[src/verilog/irq_ctrl_pkg.sv]
/*
 * Constants shared by the two-level interrupt controller: register
 * addresses, reset values, field positions, poll order and vectors.
 * Assumes an 8-bit special-function register space with bit addressing.
 */
package irq_ctrl_pkg;

	// ---------------------------------------------------------------
	// register addresses and reset values
	// ---------------------------------------------------------------
	localparam logic [7:0] ADDR_IRQ_ENABLE_PRIMARY  = 8'h00_A8;
	localparam logic [7:0] ADDR_IRQ_EN_PRIO_SECOND  = 8'h00_A9;
	localparam logic [7:0] ADDR_IRQ_PRIORITY_PRIM   = 8'h00_B8;
	localparam logic [7:0] RST_IRQ_ENABLE_PRIMARY   = 8'h00_00;
	localparam logic [7:0] RST_IRQ_EN_PRIO_SECOND   = 8'h00_A0;
	localparam logic [7:0] RST_IRQ_PRIORITY_PRIM    = 8'h00_00;
	localparam logic [7:0] RESERVED_MASK_PRIO_PRIM  = 8'h00_7F;

	// ---------------------------------------------------------------
	// field positions
	// ---------------------------------------------------------------
	localparam int BIT_GLOBAL    = 7;
	localparam int BIT_CONVERTER = 6;
	localparam int BIT_TIMER2    = 5;
	localparam int BIT_UART      = 4;
	localparam int BIT_TIMER1    = 3;
	localparam int BIT_EXT1      = 2;
	localparam int BIT_TIMER0    = 1;
	localparam int BIT_EXT0      = 0;
	localparam int BIT2_TIC_LVL  = 6;
	localparam int BIT2_PSM_LVL  = 5;
	localparam int BIT2_SER_LVL  = 4;
	localparam int BIT2_TIC_EN   = 2;
	localparam int BIT2_PSM_EN   = 1;
	localparam int BIT2_SER_EN   = 0;

	// ---------------------------------------------------------------
	// poll order, index 0 wins
	// ---------------------------------------------------------------
	localparam int NUM_SRC   = 11;
	localparam int IDX_W     = 4;
	localparam int POLL_PSM  = 0;
	localparam int POLL_WDT  = 1;
	localparam int POLL_EXT0 = 2;
	localparam int POLL_ADC  = 3;
	localparam int POLL_T0   = 4;
	localparam int POLL_EXT1 = 5;
	localparam int POLL_T1   = 6;
	localparam int POLL_SER  = 7;
	localparam int POLL_UART = 8;
	localparam int POLL_T2   = 9;
	localparam int POLL_TIC  = 10;

	// ---------------------------------------------------------------
	// vectors
	// ---------------------------------------------------------------
	localparam logic [15:0] VEC_EXT0 = 16'h0003;
	localparam logic [15:0] VEC_T0   = 16'h000B;
	localparam logic [15:0] VEC_EXT1 = 16'h0013;
	localparam logic [15:0] VEC_T1   = 16'h001B;
	localparam logic [15:0] VEC_UART = 16'h0023;
	localparam logic [15:0] VEC_T2   = 16'h002B;
	localparam logic [15:0] VEC_ADC  = 16'h0033;
	localparam logic [15:0] VEC_SER  = 16'h003B;
	localparam logic [15:0] VEC_PSM  = 16'h0043;
	localparam logic [15:0] VEC_TIC  = 16'h0053;
	localparam logic [15:0] VEC_WDT  = 16'h005B;

	typedef enum logic [1:0] {
		SEQ_IDLE    = 2'b00,
		SEQ_PUSH_LO = 2'b01,
		SEQ_PUSH_HI = 2'b11,
		SEQ_LOAD    = 2'b10
	} seq_state_t;

	function automatic logic [15:0] vector_of(input logic [IDX_W-1:0] idx);
		logic [15:0] v;
		v = VEC_TIC;
		case (idx)
			IDX_W'(POLL_PSM):  v = VEC_PSM;
			IDX_W'(POLL_WDT):  v = VEC_WDT;
			IDX_W'(POLL_EXT0): v = VEC_EXT0;
			IDX_W'(POLL_ADC):  v = VEC_ADC;
			IDX_W'(POLL_T0):   v = VEC_T0;
			IDX_W'(POLL_EXT1): v = VEC_EXT1;
			IDX_W'(POLL_T1):   v = VEC_T1;
			IDX_W'(POLL_SER):  v = VEC_SER;
			IDX_W'(POLL_UART): v = VEC_UART;
			IDX_W'(POLL_T2):   v = VEC_T2;
			default:           v = VEC_TIC;
		endcase
		return v;
	endfunction : vector_of

endpackage : irq_ctrl_pkg

[src/verilog/prio_pick.sv]
/*
 * Fixed-order picker: lowest set index of a request vector wins.
 * Assumes a purely combinational use inside one clock domain.
 */
`timescale 1ns/1ps
module prio_pick #(
	parameter int N  = 11,
	parameter int IW = 4
) (
	input  wire logic [N-1:0]  req,   // requests in poll order
	output logic               found, // any request set
	output logic [IW-1:0]      idx    // winning index
);

	always_comb
	begin
		found = 1'b0;
		idx   = '0;
		// walk downward so the lowest index is assigned last
		for (int i = N - 1; i >= 0; i--)
		begin
			if (req[i])
			begin
				found = 1'b1;
				idx   = IW'(i);
			end
		end
	end

endmodule : prio_pick

[src/verilog/two_level_interrupt_controller.sv]
/*
 * Two-level interrupt controller: three special-function registers,
 * source gating, level arbitration, fixed polling, vector sequencing.
 * Assumes the core samples the byte/vector strobes on sys_clk with ce
 * high and pulses return_from_isr once per service-routine return.
 */
`timescale 1ns/1ps
module two_level_interrupt_controller
	import irq_ctrl_pkg::*;
#(
	parameter int WDT_SET_W = 4
) (
	input  wire logic                 sys_clk,               // core clock
	input  wire logic                 rst_b,                 // async reset, active low
	input  wire logic                 ce,                    // clock enable
	input  wire logic [7:0]           sfr_addr,              // register address
	input  wire logic                 sfr_wr,                // byte write strobe
	input  wire logic                 sfr_rd,                // byte read strobe
	input  wire logic [7:0]           sfr_wdata,             // byte write data
	output logic      [7:0]           sfr_rdata,             // read data, next cycle
	output logic                      sfr_hit,               // address owned here
	input  wire logic [7:0]           bit_addr,              // bit address
	input  wire logic                 bit_wr,                // bit write strobe
	input  wire logic                 bit_wdata,             // bit write value
	input  wire logic                 supply_monitor_flag,   // supply monitor request
	input  wire logic                 ext0_flag,             // external 0 request
	input  wire logic                 main_converter_ready,  // main converter done
	input  wire logic                 aux_converter_ready,   // aux converter done
	input  wire logic                 timer0_overflow,       // timer 0 request
	input  wire logic                 ext1_flag,             // external 1 request
	input  wire logic                 timer1_overflow,       // timer 1 request
	input  wire logic                 serial_periph_flag,    // serial periph request
	input  wire logic                 two_wire_flag,         // two-wire request
	input  wire logic                 uart_rx_done,          // uart receive done
	input  wire logic                 uart_tx_done,          // uart transmit done
	input  wire logic                 timer2_overflow,       // timer 2 overflow
	input  wire logic                 timer2_external_flag,  // timer 2 external flag
	input  wire logic                 interval_counter_flag, // interval counter request
	input  wire logic                 wdt_timeout,           // watchdog timeout pulse
	input  wire logic                 watchdog_irq_select,   // 1 = interrupt, 0 = reset
	input  wire logic [WDT_SET_W-1:0] wdt_timeout_setting,   // watchdog timeout setting
	output logic                      watchdog_flag,         // watchdog request pending
	output logic                      wdt_reset_req,         // watchdog reset pulse
	input  wire logic                 instr_boundary,        // core may be interrupted
	input  wire logic [15:0]          current_pc,            // pc to be saved
	input  wire logic                 return_from_isr,       // routine return pulse
	output logic                      irq_pending,           // a request may be taken
	output logic                      stack_push,            // push byte strobe
	output logic      [7:0]           stack_byte,            // byte to push
	output logic                      pc_load,               // vector load strobe
	output logic      [15:0]          pc_load_addr,          // vector address
	output logic      [NUM_SRC-1:0]   irq_ack,               // taken source, poll order
	output logic                      in_service_hi,         // high routine active
	output logic                      in_service_lo,         // low routine active
	output logic                      seq_busy               // vectoring in progress
);

	// ---------------------------------------------------------------
	// registers
	// ---------------------------------------------------------------
	logic [7:0] irq_enable_primary;
	logic [7:0] irq_enable_priority_secondary;
	logic [7:0] irq_priority_primary;

	wire        sel_en_prim  = (sfr_addr == ADDR_IRQ_ENABLE_PRIMARY);
	wire        sel_en_sec   = (sfr_addr == ADDR_IRQ_EN_PRIO_SECOND);
	wire        sel_prio     = (sfr_addr == ADDR_IRQ_PRIORITY_PRIM);
	wire        bit_en_prim  = (bit_addr[7:3] == ADDR_IRQ_ENABLE_PRIMARY[7:3]);
	wire        bit_prio     = (bit_addr[7:3] == ADDR_IRQ_PRIORITY_PRIM[7:3]);
	wire [7:0]  bit_onehot   = 8'h00_01 << bit_addr[2:0];
	wire        wr_en_prim   = sfr_wr && sel_en_prim;
	wire        wr_en_sec    = sfr_wr && sel_en_sec;
	wire        wr_prio      = sfr_wr && sel_prio;
	wire        bwr_en_prim  = bit_wr && bit_en_prim;
	wire        bwr_prio     = bit_wr && bit_prio;

	// a bit write touches one bit only; the rest is kept
	wire [7:0]  bit_merge_en = bit_wdata ? (irq_enable_primary | bit_onehot)
	                                     : (irq_enable_primary & ~bit_onehot);
	wire [7:0]  bit_merge_pr = bit_wdata ? (irq_priority_primary | bit_onehot)
	                                     : (irq_priority_primary & ~bit_onehot);

	wire [7:0]  next_en_prim = wr_en_prim  ? sfr_wdata
	                         : bwr_en_prim ? bit_merge_en
	                         : irq_enable_primary;
	wire [7:0]  next_prio    = wr_prio  ? (sfr_wdata & RESERVED_MASK_PRIO_PRIM)
	                         : bwr_prio ? (bit_merge_pr & RESERVED_MASK_PRIO_PRIM)
	                         : irq_priority_primary;

	// bit 3 is stored as written: keeping it zero is up to software
	wire [7:0]  next_en_sec  = wr_en_sec ? sfr_wdata
	                         : irq_enable_priority_secondary;

	always_ff @(posedge sys_clk or negedge rst_b)
	begin
		if (!rst_b)
		begin
			irq_enable_primary            <= RST_IRQ_ENABLE_PRIMARY;
			irq_enable_priority_secondary <= RST_IRQ_EN_PRIO_SECOND;
			irq_priority_primary          <= RST_IRQ_PRIORITY_PRIM;
		end
		else if (ce)
		begin
			irq_enable_primary            <= next_en_prim;
			irq_enable_priority_secondary <= next_en_sec;
			irq_priority_primary          <= next_prio;
		end
	end

	// ---------------------------------------------------------------
	// register read
	// ---------------------------------------------------------------
	assign sfr_hit = sel_en_prim || sel_en_sec || sel_prio;

	wire [7:0] rd_mux = sel_en_prim ? irq_enable_primary
	                  : sel_en_sec  ? irq_enable_priority_secondary
	                  : sel_prio    ? irq_priority_primary
	                  : 8'h00_00;

	always_ff @(posedge sys_clk or negedge rst_b)
	begin
		if (!rst_b)
			sfr_rdata <= 8'h00_00;
		else if (ce && sfr_rd)
			sfr_rdata <= rd_mux;
	end

	// ---------------------------------------------------------------
	// watchdog request
	// ---------------------------------------------------------------
	wire wdt_armed    = (wdt_timeout_setting != '0);
	wire wdt_irq_set  = wdt_timeout && watchdog_irq_select && wdt_armed;
	wire wdt_irq_clr;

	always_ff @(posedge sys_clk or negedge rst_b)
	begin
		if (!rst_b)
		begin
			watchdog_flag <= 1'b0;
			wdt_reset_req <= 1'b0;
		end
		else if (ce)
		begin
			// a new timeout in the clearing cycle is kept
			watchdog_flag <= wdt_irq_set || (watchdog_flag && !wdt_irq_clr);
			wdt_reset_req <= wdt_timeout && !watchdog_irq_select;
		end
	end

	// ---------------------------------------------------------------
	// source gating, poll order index 0 first
	// ---------------------------------------------------------------
	wire              glb = irq_enable_primary[BIT_GLOBAL];
	wire [7:0]        en  = irq_enable_primary;
	wire [7:0]        e2  = irq_enable_priority_secondary;
	wire [7:0]        pr  = irq_priority_primary;
	wire [NUM_SRC-1:0] flag_v;
	wire [NUM_SRC-1:0] en_v;
	wire [NUM_SRC-1:0] level_v;

	assign flag_v[POLL_PSM]  = supply_monitor_flag;
	assign flag_v[POLL_WDT]  = watchdog_flag;
	assign flag_v[POLL_EXT0] = ext0_flag;
	assign flag_v[POLL_ADC]  = main_converter_ready || aux_converter_ready;
	assign flag_v[POLL_T0]   = timer0_overflow;
	assign flag_v[POLL_EXT1] = ext1_flag;
	assign flag_v[POLL_T1]   = timer1_overflow;
	assign flag_v[POLL_SER]  = serial_periph_flag || two_wire_flag;
	assign flag_v[POLL_UART] = uart_rx_done || uart_tx_done;
	assign flag_v[POLL_T2]   = timer2_overflow || timer2_external_flag;
	assign flag_v[POLL_TIC]  = interval_counter_flag;

	// watchdog ignores the global gate
	assign en_v[POLL_PSM]  = glb && e2[BIT2_PSM_EN];
	assign en_v[POLL_WDT]  = 1'b1;
	assign en_v[POLL_EXT0] = glb && en[BIT_EXT0];
	assign en_v[POLL_ADC]  = glb && en[BIT_CONVERTER];
	assign en_v[POLL_T0]   = glb && en[BIT_TIMER0];
	assign en_v[POLL_EXT1] = glb && en[BIT_EXT1];
	assign en_v[POLL_T1]   = glb && en[BIT_TIMER1];
	assign en_v[POLL_SER]  = glb && e2[BIT2_SER_EN];
	assign en_v[POLL_UART] = glb && en[BIT_UART];
	assign en_v[POLL_T2]   = glb && en[BIT_TIMER2];
	assign en_v[POLL_TIC]  = glb && e2[BIT2_TIC_EN];

	assign level_v[POLL_PSM]  = e2[BIT2_PSM_LVL];
	assign level_v[POLL_WDT]  = 1'b1;
	assign level_v[POLL_EXT0] = pr[BIT_EXT0];
	assign level_v[POLL_ADC]  = pr[BIT_CONVERTER];
	assign level_v[POLL_T0]   = pr[BIT_TIMER0];
	assign level_v[POLL_EXT1] = pr[BIT_EXT1];
	assign level_v[POLL_T1]   = pr[BIT_TIMER1];
	assign level_v[POLL_SER]  = e2[BIT2_SER_LVL];
	assign level_v[POLL_UART] = pr[BIT_UART];
	assign level_v[POLL_T2]   = pr[BIT_TIMER2];
	assign level_v[POLL_TIC]  = e2[BIT2_TIC_LVL];

	wire [NUM_SRC-1:0] live_v = flag_v & en_v;
	wire [NUM_SRC-1:0] req_hi = live_v & level_v;
	wire [NUM_SRC-1:0] req_lo = live_v & ~level_v;

	// ---------------------------------------------------------------
	// arbitration
	// ---------------------------------------------------------------
	logic             hi_found;
	logic             lo_found;
	logic [IDX_W-1:0] hi_idx;
	logic [IDX_W-1:0] lo_idx;

	prio_pick #(
		.N  (NUM_SRC),
		.IW (IDX_W)
	) u_pick_hi (
		.req   (req_hi),
		.found (hi_found),
		.idx   (hi_idx)
	);

	prio_pick #(
		.N  (NUM_SRC),
		.IW (IDX_W)
	) u_pick_lo (
		.req   (req_lo),
		.found (lo_found),
		.idx   (lo_idx)
	);

	// high may cut into low; nothing cuts into its own level
	wire hi_ok   = hi_found && !in_service_hi;
	wire lo_ok   = lo_found && !in_service_hi && !in_service_lo;
	wire take_hi = hi_ok;
	wire take_ok = hi_ok || lo_ok;
	wire [IDX_W-1:0] take_idx = take_hi ? hi_idx : lo_idx;

	// ---------------------------------------------------------------
	// vectoring sequence
	// ---------------------------------------------------------------
	seq_state_t       state;
	seq_state_t       next_state;
	logic [15:0]      saved_pc;
	logic [IDX_W-1:0] saved_idx;
	logic             saved_hi;

	assign seq_busy    = (state != SEQ_IDLE);
	assign irq_pending = take_ok && !seq_busy;

	wire accept = irq_pending && instr_boundary;

	always_comb
	begin
		next_state = state;
		unique case (state)
			SEQ_IDLE:    next_state = accept ? SEQ_PUSH_LO : SEQ_IDLE;
			SEQ_PUSH_LO: next_state = SEQ_PUSH_HI;
			SEQ_PUSH_HI: next_state = SEQ_LOAD;
			SEQ_LOAD:    next_state = SEQ_IDLE;
		endcase
	end

	wire in_load = (state == SEQ_LOAD);
	wire [NUM_SRC-1:0] ack_onehot = in_load ? (NUM_SRC'(1) << saved_idx) : '0;
	assign wdt_irq_clr = ack_onehot[POLL_WDT];

	always_ff @(posedge sys_clk or negedge rst_b)
	begin
		if (!rst_b)
		begin
			state     <= SEQ_IDLE;
			saved_pc  <= 16'h0000;
			saved_idx <= '0;
			saved_hi  <= 1'b0;
		end
		else if (ce)
		begin
			state <= next_state;
			if (accept)
			begin
				saved_pc  <= current_pc;
				saved_idx <= take_idx;
				saved_hi  <= take_hi;
			end
		end
	end

	// ---------------------------------------------------------------
	// core-facing strobes, low byte pushed first
	// ---------------------------------------------------------------
	always_ff @(posedge sys_clk or negedge rst_b)
	begin
		if (!rst_b)
		begin
			stack_push   <= 1'b0;
			stack_byte   <= 8'h00_00;
			pc_load      <= 1'b0;
			pc_load_addr <= 16'h0000;
			irq_ack      <= '0;
		end
		else if (ce)
		begin
			stack_push <= (state == SEQ_PUSH_LO) || (state == SEQ_PUSH_HI);
			if (state == SEQ_PUSH_LO)
				stack_byte <= saved_pc[7:0];
			else if (state == SEQ_PUSH_HI)
				stack_byte <= saved_pc[15:8];
			pc_load <= in_load;
			if (in_load)
				pc_load_addr <= vector_of(saved_idx);
			irq_ack <= ack_onehot;
		end
	end

	// ---------------------------------------------------------------
	// in-service levels
	// ---------------------------------------------------------------
	// a return ends the higher active level; a set in the same cycle wins
	wire ret_hi = return_from_isr && in_service_hi;
	wire ret_lo = return_from_isr && !in_service_hi && in_service_lo;
	wire set_hi = in_load && saved_hi;
	wire set_lo = in_load && !saved_hi;

	always_ff @(posedge sys_clk or negedge rst_b)
	begin
		if (!rst_b)
		begin
			in_service_hi <= 1'b0;
			in_service_lo <= 1'b0;
		end
		else if (ce)
		begin
			in_service_hi <= set_hi || (in_service_hi && !ret_hi);
			in_service_lo <= set_lo || (in_service_lo && !ret_lo);
		end
	end

endmodule : two_level_interrupt_controller

[config.mk]
export PLATFORM = sky130hd
export DESIGN_NAME = two_level_interrupt_controller
export DESIGN_NICKNAME = d
export VERILOG_FILES = /design/src/verilog/irq_ctrl_pkg.sv /design/src/verilog/prio_pick.sv /design/src/verilog/two_level_interrupt_controller.sv
export SDC_FILE = /design/constraint.sdc
export NUM_CORES = 1
export LEC_CHECK = 0
export ABC_AREA = 1
export BUFFER_PORTS_ARGS = -buffer_cell sky130_fd_sc_hd__buf_2
export CAP_MARGIN = 20
export CORE_ASPECT_RATIO = 1.4
export CORE_MARGIN = 5
export CORE_UTILIZATION = 45
export CTS_BUF_LIST = sky130_fd_sc_hd__clkbuf_4 sky130_fd_sc_hd__clkbuf_8
export CTS_CLUSTER_SIZE = 30
export DETAILED_ROUTE_END_ITERATION = 10
export HOLD_SLACK_MARGIN = 0.03
export PLACE_DENSITY = 0.7
export SYNTH_ARGS = -nofsm -noshare
export SYNTH_HDL_FRONTEND = slang
export SYNTH_SLANG_ARGS = --single-unit
[constraint.sdc]
create_clock -name sys_clk -period 2.2 [get_ports sys_clk]
set_input_delay 0.11 -clock sys_clk [delete_from_list [all_inputs] [get_ports sys_clk]]
set_output_delay 0.11 -clock sys_clk [all_outputs]
set_load 0.05 [all_outputs]
# Word level (Yosys, flattened, before mapping)
# Memory sizes are Yosys's and may differ from the RTL's. A register that Yosys moved wholly into a read port is not among the register bits.
# Index checks and enable logic that the tools add are counted.
[totals]
register_bits = 96
mem_bits_ro = 64
inputBits = 69
out_inout_bits = 52
word_cells = 160
memories = 1
[mem_list]
columns = ["memory", "words", "word_bits", "rd", "rd_clocked_by_memory_dff", "write_ports", "line", "source"]
rows = [
  ["(no name shown)", 16, 4, 1, 1, 0, "irq_ctrl_pkg.sv:79", "case (idx)"],
]
[op_classes]
eq_ne = 8
shifts = 2
muxes = 59
bitwise_logic = 9
n_reduce_logical = 64
[ops]
columns = ["operator", "count"]
rows = [
  ["4-bit two-way mux", 23],
  ["8-bit two-way mux", 10],
  ["11-bit bitwise AND", 3],
  ["1-bit logical AND", 32],
  ["8-bit equality test (second input constant)", 3],
  ["1-bit two-way mux", 23],
  ["2-bit AND reduction", 6],
  ["1-bit logical OR", 11],
  ["11-bit two-way mux", 1],
  ["11-bit NOT", 1],
  ["1-bit by 4-bit left shift with 11-bit output (first input constant)", 1],
  ["5-bit equality test (second input constant)", 2],
  ["1-bit zero test", 9],
  ["8-bit bitwise AND", 1],
  ["8-bit NOT", 1],
  ["8-bit OR", 1],
  ["2-bit one-hot mux with 4 select lines", 1],
  ["2-bit nonzero test", 4],
  ["1-bit by 3-bit left shift with 8-bit output (first input constant)", 1],
  ["7-bit bitwise AND", 1],
  ["7-bit two-way mux", 1],
  ["7-bit OR", 1],
  ["2-bit equality test (second input constant)", 2],
  ["4-bit nonzero test", 1],
  ["other kinds (2)", 2],
]

# Logic depth before layout (Yosys ltp)
[logic_depth]
word_depth = 21
depth_mapped = 14
ltp_nobuf = 13

# Cells and area by module
# Synthesis repeated with hierarchy kept, for this count alone.
[unflattened]
cells_unflattened = 651
hier_area_um2 = 4893.4
[modules_own_cells]
columns = ["module", "instances", "cells_each", "area_per_inst_um2", "seq_area_each_um2"]
rows = [
  ["two_level_interrupt_controller", 1, 589, 4598.2, 2104.5],
  ["prio_pick", 2, 31, 147.6, 0.0],
]

# Worst setup path after synthesis
# OpenSTA, ideal clock, no wires.
[synth_timing]
path_type = "register -> register"
startpoint = "register watchdog_flag"
endpoint = "register saved_pc[0]"
setup_ns = 0.116
arrival_time_ns = 1.540
required_ns = 2.084
path_slack_ns = 0.544
stages_incl_launch_ff = 12
path_buffers = 1
synth_period_minus_slack_ns = 1.656
path_cell_list = "dfrtp_1 inv_1 nand2_1 nor2_2 nand3_2 nand2_4 nand2_2 nand3_4 inv_4 buf_6 nand2_1 nand2_1"
[synth_between]
elab_chain_len = 10
word_cells_on_any_way = 14
classes_between = "mux (4); bitwise (3); reduce/logical (7)"
[synth_lines]
columns = ["item", "line", "source"]
rows = [
  ["from (decl)", "two_level_interrupt_controller.sv:42", "output logic watchdog_flag,"],
  ["from (signal assigned)", "two_level_interrupt_controller.sv:145", "watchdog_flag <= wdt_irq_set || (watchdog_flag && !wdt_irq_clr);"],
  ["11-bit bitwise AND *", "two_level_interrupt_controller.sv:198", "wire [NUM_SRC-1:0] live_v = flag_v & en_v;"],
  ["11-bit bitwise AND", "two_level_interrupt_controller.sv:200", "wire [NUM_SRC-1:0] req_lo = live_v & ~level_v;"],
  ["1-bit two-way mux (2 in series)", "prio_pick.sv:22", "if (req[i])"],
  ["1-bit logical AND (2 in series)", "two_level_interrupt_controller.sv:230", "wire lo_ok = lo_found && !in_service_hi && !in_service_lo;"],
  ["1-bit logical OR *", "two_level_interrupt_controller.sv:232", "wire take_ok = hi_ok || lo_ok;"],
  ["1-bit logical AND *", "two_level_interrupt_controller.sv:245", "assign irq_pending = take_ok && !seq_busy;"],
  ["1-bit logical AND *", "two_level_interrupt_controller.sv:247", "wire accept = irq_pending && instr_boundary;"],
  ["2-bit AND reduction (no line) *", "n/a", ""],
  ["to (signal assigned)", "two_level_interrupt_controller.sv:278", "saved_pc <= current_pc;"],
  ["to (decl)", "two_level_interrupt_controller.sv:240", "logic [15:0] saved_pc;"],
]
# Every way passes the cells marked *; elsewhere a longest branch is shown, timed or not.
# A chain may end at the register's enable or synchronous reset.

==> flow_metrics.tcl <==
set metrics [dict create \
    min_period_over_period_pct 93.2 \
    grt_pass1_wl_um 19700 \
    crit_required_ps 2090 \
    fmax_mhz 488 \
    overflow 0 \
    synth_top_family_by_area "simple AND/OR/NAND/NOR gates" \
    worstReg2RegEnd "saved_pc[10]" \
    antenna_cells 0 \
    grtUsageTotal_pct 20.5 \
    placementRows 43 \
    p_seq_share_pct 39.8 \
    clk_pin_slew_ps 80 \
    peakVddDrop_uv 378 \
    layout_min_cycle_time_ps 2050 \
    h-tree-depth 3 \
    power-per-cell-area_mw_per_mm2 934 \
    n_fill_cell 921 \
    core_area_sq_mm 0.00985 \
    holdWs_ps 50.5 \
    drc_errors 0 \
    cts_buffer_depth 2 \
    fin_nets 801 \
    clk_latency_ps 350 \
    dp.cells 827 \
    routedWlPerCell_um 14.2 \
    antenna_found_initial 0 \
    worst_pin_slew_ps 578 \
    synthArstFlopShare_pct 100 \
    portBuffers 110 \
    cts_num_sinks 84 \
    setup_violations 0 \
    comb_power_share_pct 36.2 \
    slowest_stage "dfrtp_2" \
    yosys.area_share.simple_pct 27.8 \
    ys_seq_area_share_pct 46.7 \
    hpwlAfterDp_um 9460 \
    wirelength_um 12400 \
    final_cells 872 \
    cts_made_buffers 9 \
    synth_area_sq_mm 0.00450 \
    maxCapViolations 0 \
    p_sw_mw 2.16 \
    crit_top_cell "nand2_1" \
    synth_flop_cell "dfrtp_1" \
    clkPwrFrac_pct 24.0 \
    synth_compound_area_share_pct 15.0 \
    fp.dieH_um 128 \
    via_per_inst 5.08 \
    status "complete, no violations" \
    synth_mux_area_share_pct 0.250 \
    relSlewSlack_pct 61.5 \
    min_to "e2[4]" \
    synthTopCellsByCount "164 x nand2_1, 82 x dfrtp_1, 81 x o21ai_0, 67 x inv_1, 46 x nor2_1" \
    die_w_um 94.5 \
    drive_gt1_share_pct 22.7 \
    synthAdderAreaFrac_pct 0 \
    cp.arrival_ps 1940 \
    p_sw_share_pct 40.7 \
    start_util_pct 45.7 \
    yosys-top-cells-area "dfrtp_1 46%, nand2_1 14%, o21ai_0 9.0%, inv_1 5.6%, nor2_1 3.8%" \
    grt_max_degree 46 \
    worst-path-buf-inv 4 \
    hold_depth 3 \
    synth_seq_cells 84 \
    design.die.area_sq_mm 0.0121 \
    timing.hold.worst.start "sfr_wdata[4]" \
    fin_total_pwr_mw 5.30 \
    critPathTopFamily "simple AND/OR/NAND/NOR gates" \
    slew_violations 0 \
    synth_top_area_share_pct 45.6 \
    clockRootBuffer "clkbuf_8" \
    yosysMostFrequentCell "nand2_1" \
    firstDrtPassIters 5 \
    r2r_slack_ps 340 \
    syn_inst 590 \
    gp_congestion 0.922 \
    drt_iter0_markers 251 \
    cp_max_fo 5 \
    worstSetupPathType "reg -> out" \
    crit_chain "clkbuf_2 > nand2_1 > inv_1 > nand3_2 > nand2_1 > nor2_2 > nand3_2 > nand2_4 > nand2_2 > nand2_1 > inv_1 > buf_4" \
    cts_tree "yes" \
    postRouteAntennaNets 0 \
    p_int_mw 3.14 \
    p_leak_nw 2.98 \
    fin_setup_tns_ps 0 \
    grt_pass1_vias 4246 \
    cpPeakStageDelay_ps 440 \
    synth_edf_count 0 \
    r2r.worst_path.cells 13 \
    synth.yosys.warnings 0 \
    yosysTopAreaCell "dfrtp_1" \
    hold_viol_final 0 \
    end_kind "output pin" \
    area_growth_pct 25.9 \
    io_pins 121 \
    min_path_type "in -> reg" \
    synth-xor-area-share_pct 0 \
    start_kind "flop" \
    vias 4427 \
    avgSynthCellArea_sq_um 7.63 \
    finalClockSkew_ps 8.97 \
    netlist-cell-type-count 39 \
]
[layer usage]
layer / track usage [%] / vias up / wire length (um)
li1: - / 2190 / -
met1: 22.7 / 2075 / 4700
met2: 37.8 / 139 / 6700
met3: 3.57 / 23 / 578
met4: 9.69 / 0 / 378
met5: 0 / - / 0
[power groups by stage]
stage	Sequential [mW]	Combinational (mW)	Clock [mW]
after floorplan	2.65	0.849	0
after global placement	2.13	1.81	0
after detailed placement	2.14	1.85	0
after CTS	2.11	1.88	1.30
after global routing	2.16	2.10	1.37
final	2.11	1.92	1.27
[final cells by class]
type / instances / area (sq um) / share of cell area [%]
Clock buffer: 13 / 166 / 2.94
Multi-Input combinational cell: 418 / 1980 / 34.9
Tap cell: 135 / 169 / 2.98
Clock inverter: 3 / 68.8 / 1.21
Inverter: 69 / 262 / 4.61
Timing Repair Buffer: 150 / 921 / 16.2
Sequential cell: 84 / 2110 / 37.2
[worst max path at each step]
stage                     slack [ps]  cells past startpoint          end           from
final                            150                     12  irq_pending           flop
after global routing             -10                     12  irq_pending           flop
after CTS                         90                     11  irq_pending           flop
after detailed placement         200                     12  saved_pc[9]           flop
after global placement           280                     12  saved_pc[3]           flop
after floorplan                  540                     11  saved_pc[0]  watchdog_flag
[cells in the final DEF, fill, tap and decap left out, drive strengths merged, types with 2 or more instances in the layout]
| cell type | Yosys | routed |
|---|---|---|
| a21oi | 21 | 21 |
| a22o | 2 | 2 |
| a31oi | 3 | 3 |
| buf | 22 | 126 |
| bufinv | 0 | 2 |
| clkbuf | 6 | 15 |
| conb | 1 | 10 |
| dfrtp | 82 | 82 |
| dfstp | 2 | 2 |
| dlygate4sd3 | 0 | 22 |
| inv | 68 | 69 |
| nand2 | 168 | 168 |
| nand3 | 23 | 23 |
| nand4 | 13 | 13 |
| nor2 | 51 | 51 |
| nor3 | 11 | 11 |
| nor4 | 8 | 8 |
| o21ai | 92 | 92 |
| o22ai | 5 | 5 |
| o31ai | 2 | 2 |
| or2 | 3 | 3 |
[worst register-to-register path, delay by kind of cell, from the launching register on]
kind | cells | cell delay (ps)
buf+inv | 3 | 450
flops | 1 | 440
simple gates | 10 | 920
[repair_timing]
action	4_1_cts	5_1_grt
pin swaps	0	2
hold buffers	22	0
setup buffers	0	7
resized for setup	1	3
hold endpoints to repair	63	0
endpoints found under the setup margin	1	1
[cell families after synthesis]
group	Yosys count
buffers and inverters	97
multiplexers	1
other	1
flip-flops	84
AO/OA/AOI/OAI	128
AND/OR/NAND/NOR	279
[per-stage QoR]
step | area (sq um) | setup WS (ps) | utilization [%]
finish | 5670 | 151 | 57.6
global route | 5670 | -14.5 | 57.6
CTS | 5610 | 92.5 | 57.0
detailed placement | 5160 | 199 | 52.4
global placement | 5160 | 279 | 52.4
floorplan | 4540 | 544 | -
No activity file was read; power rests on OpenSTA's default activity.
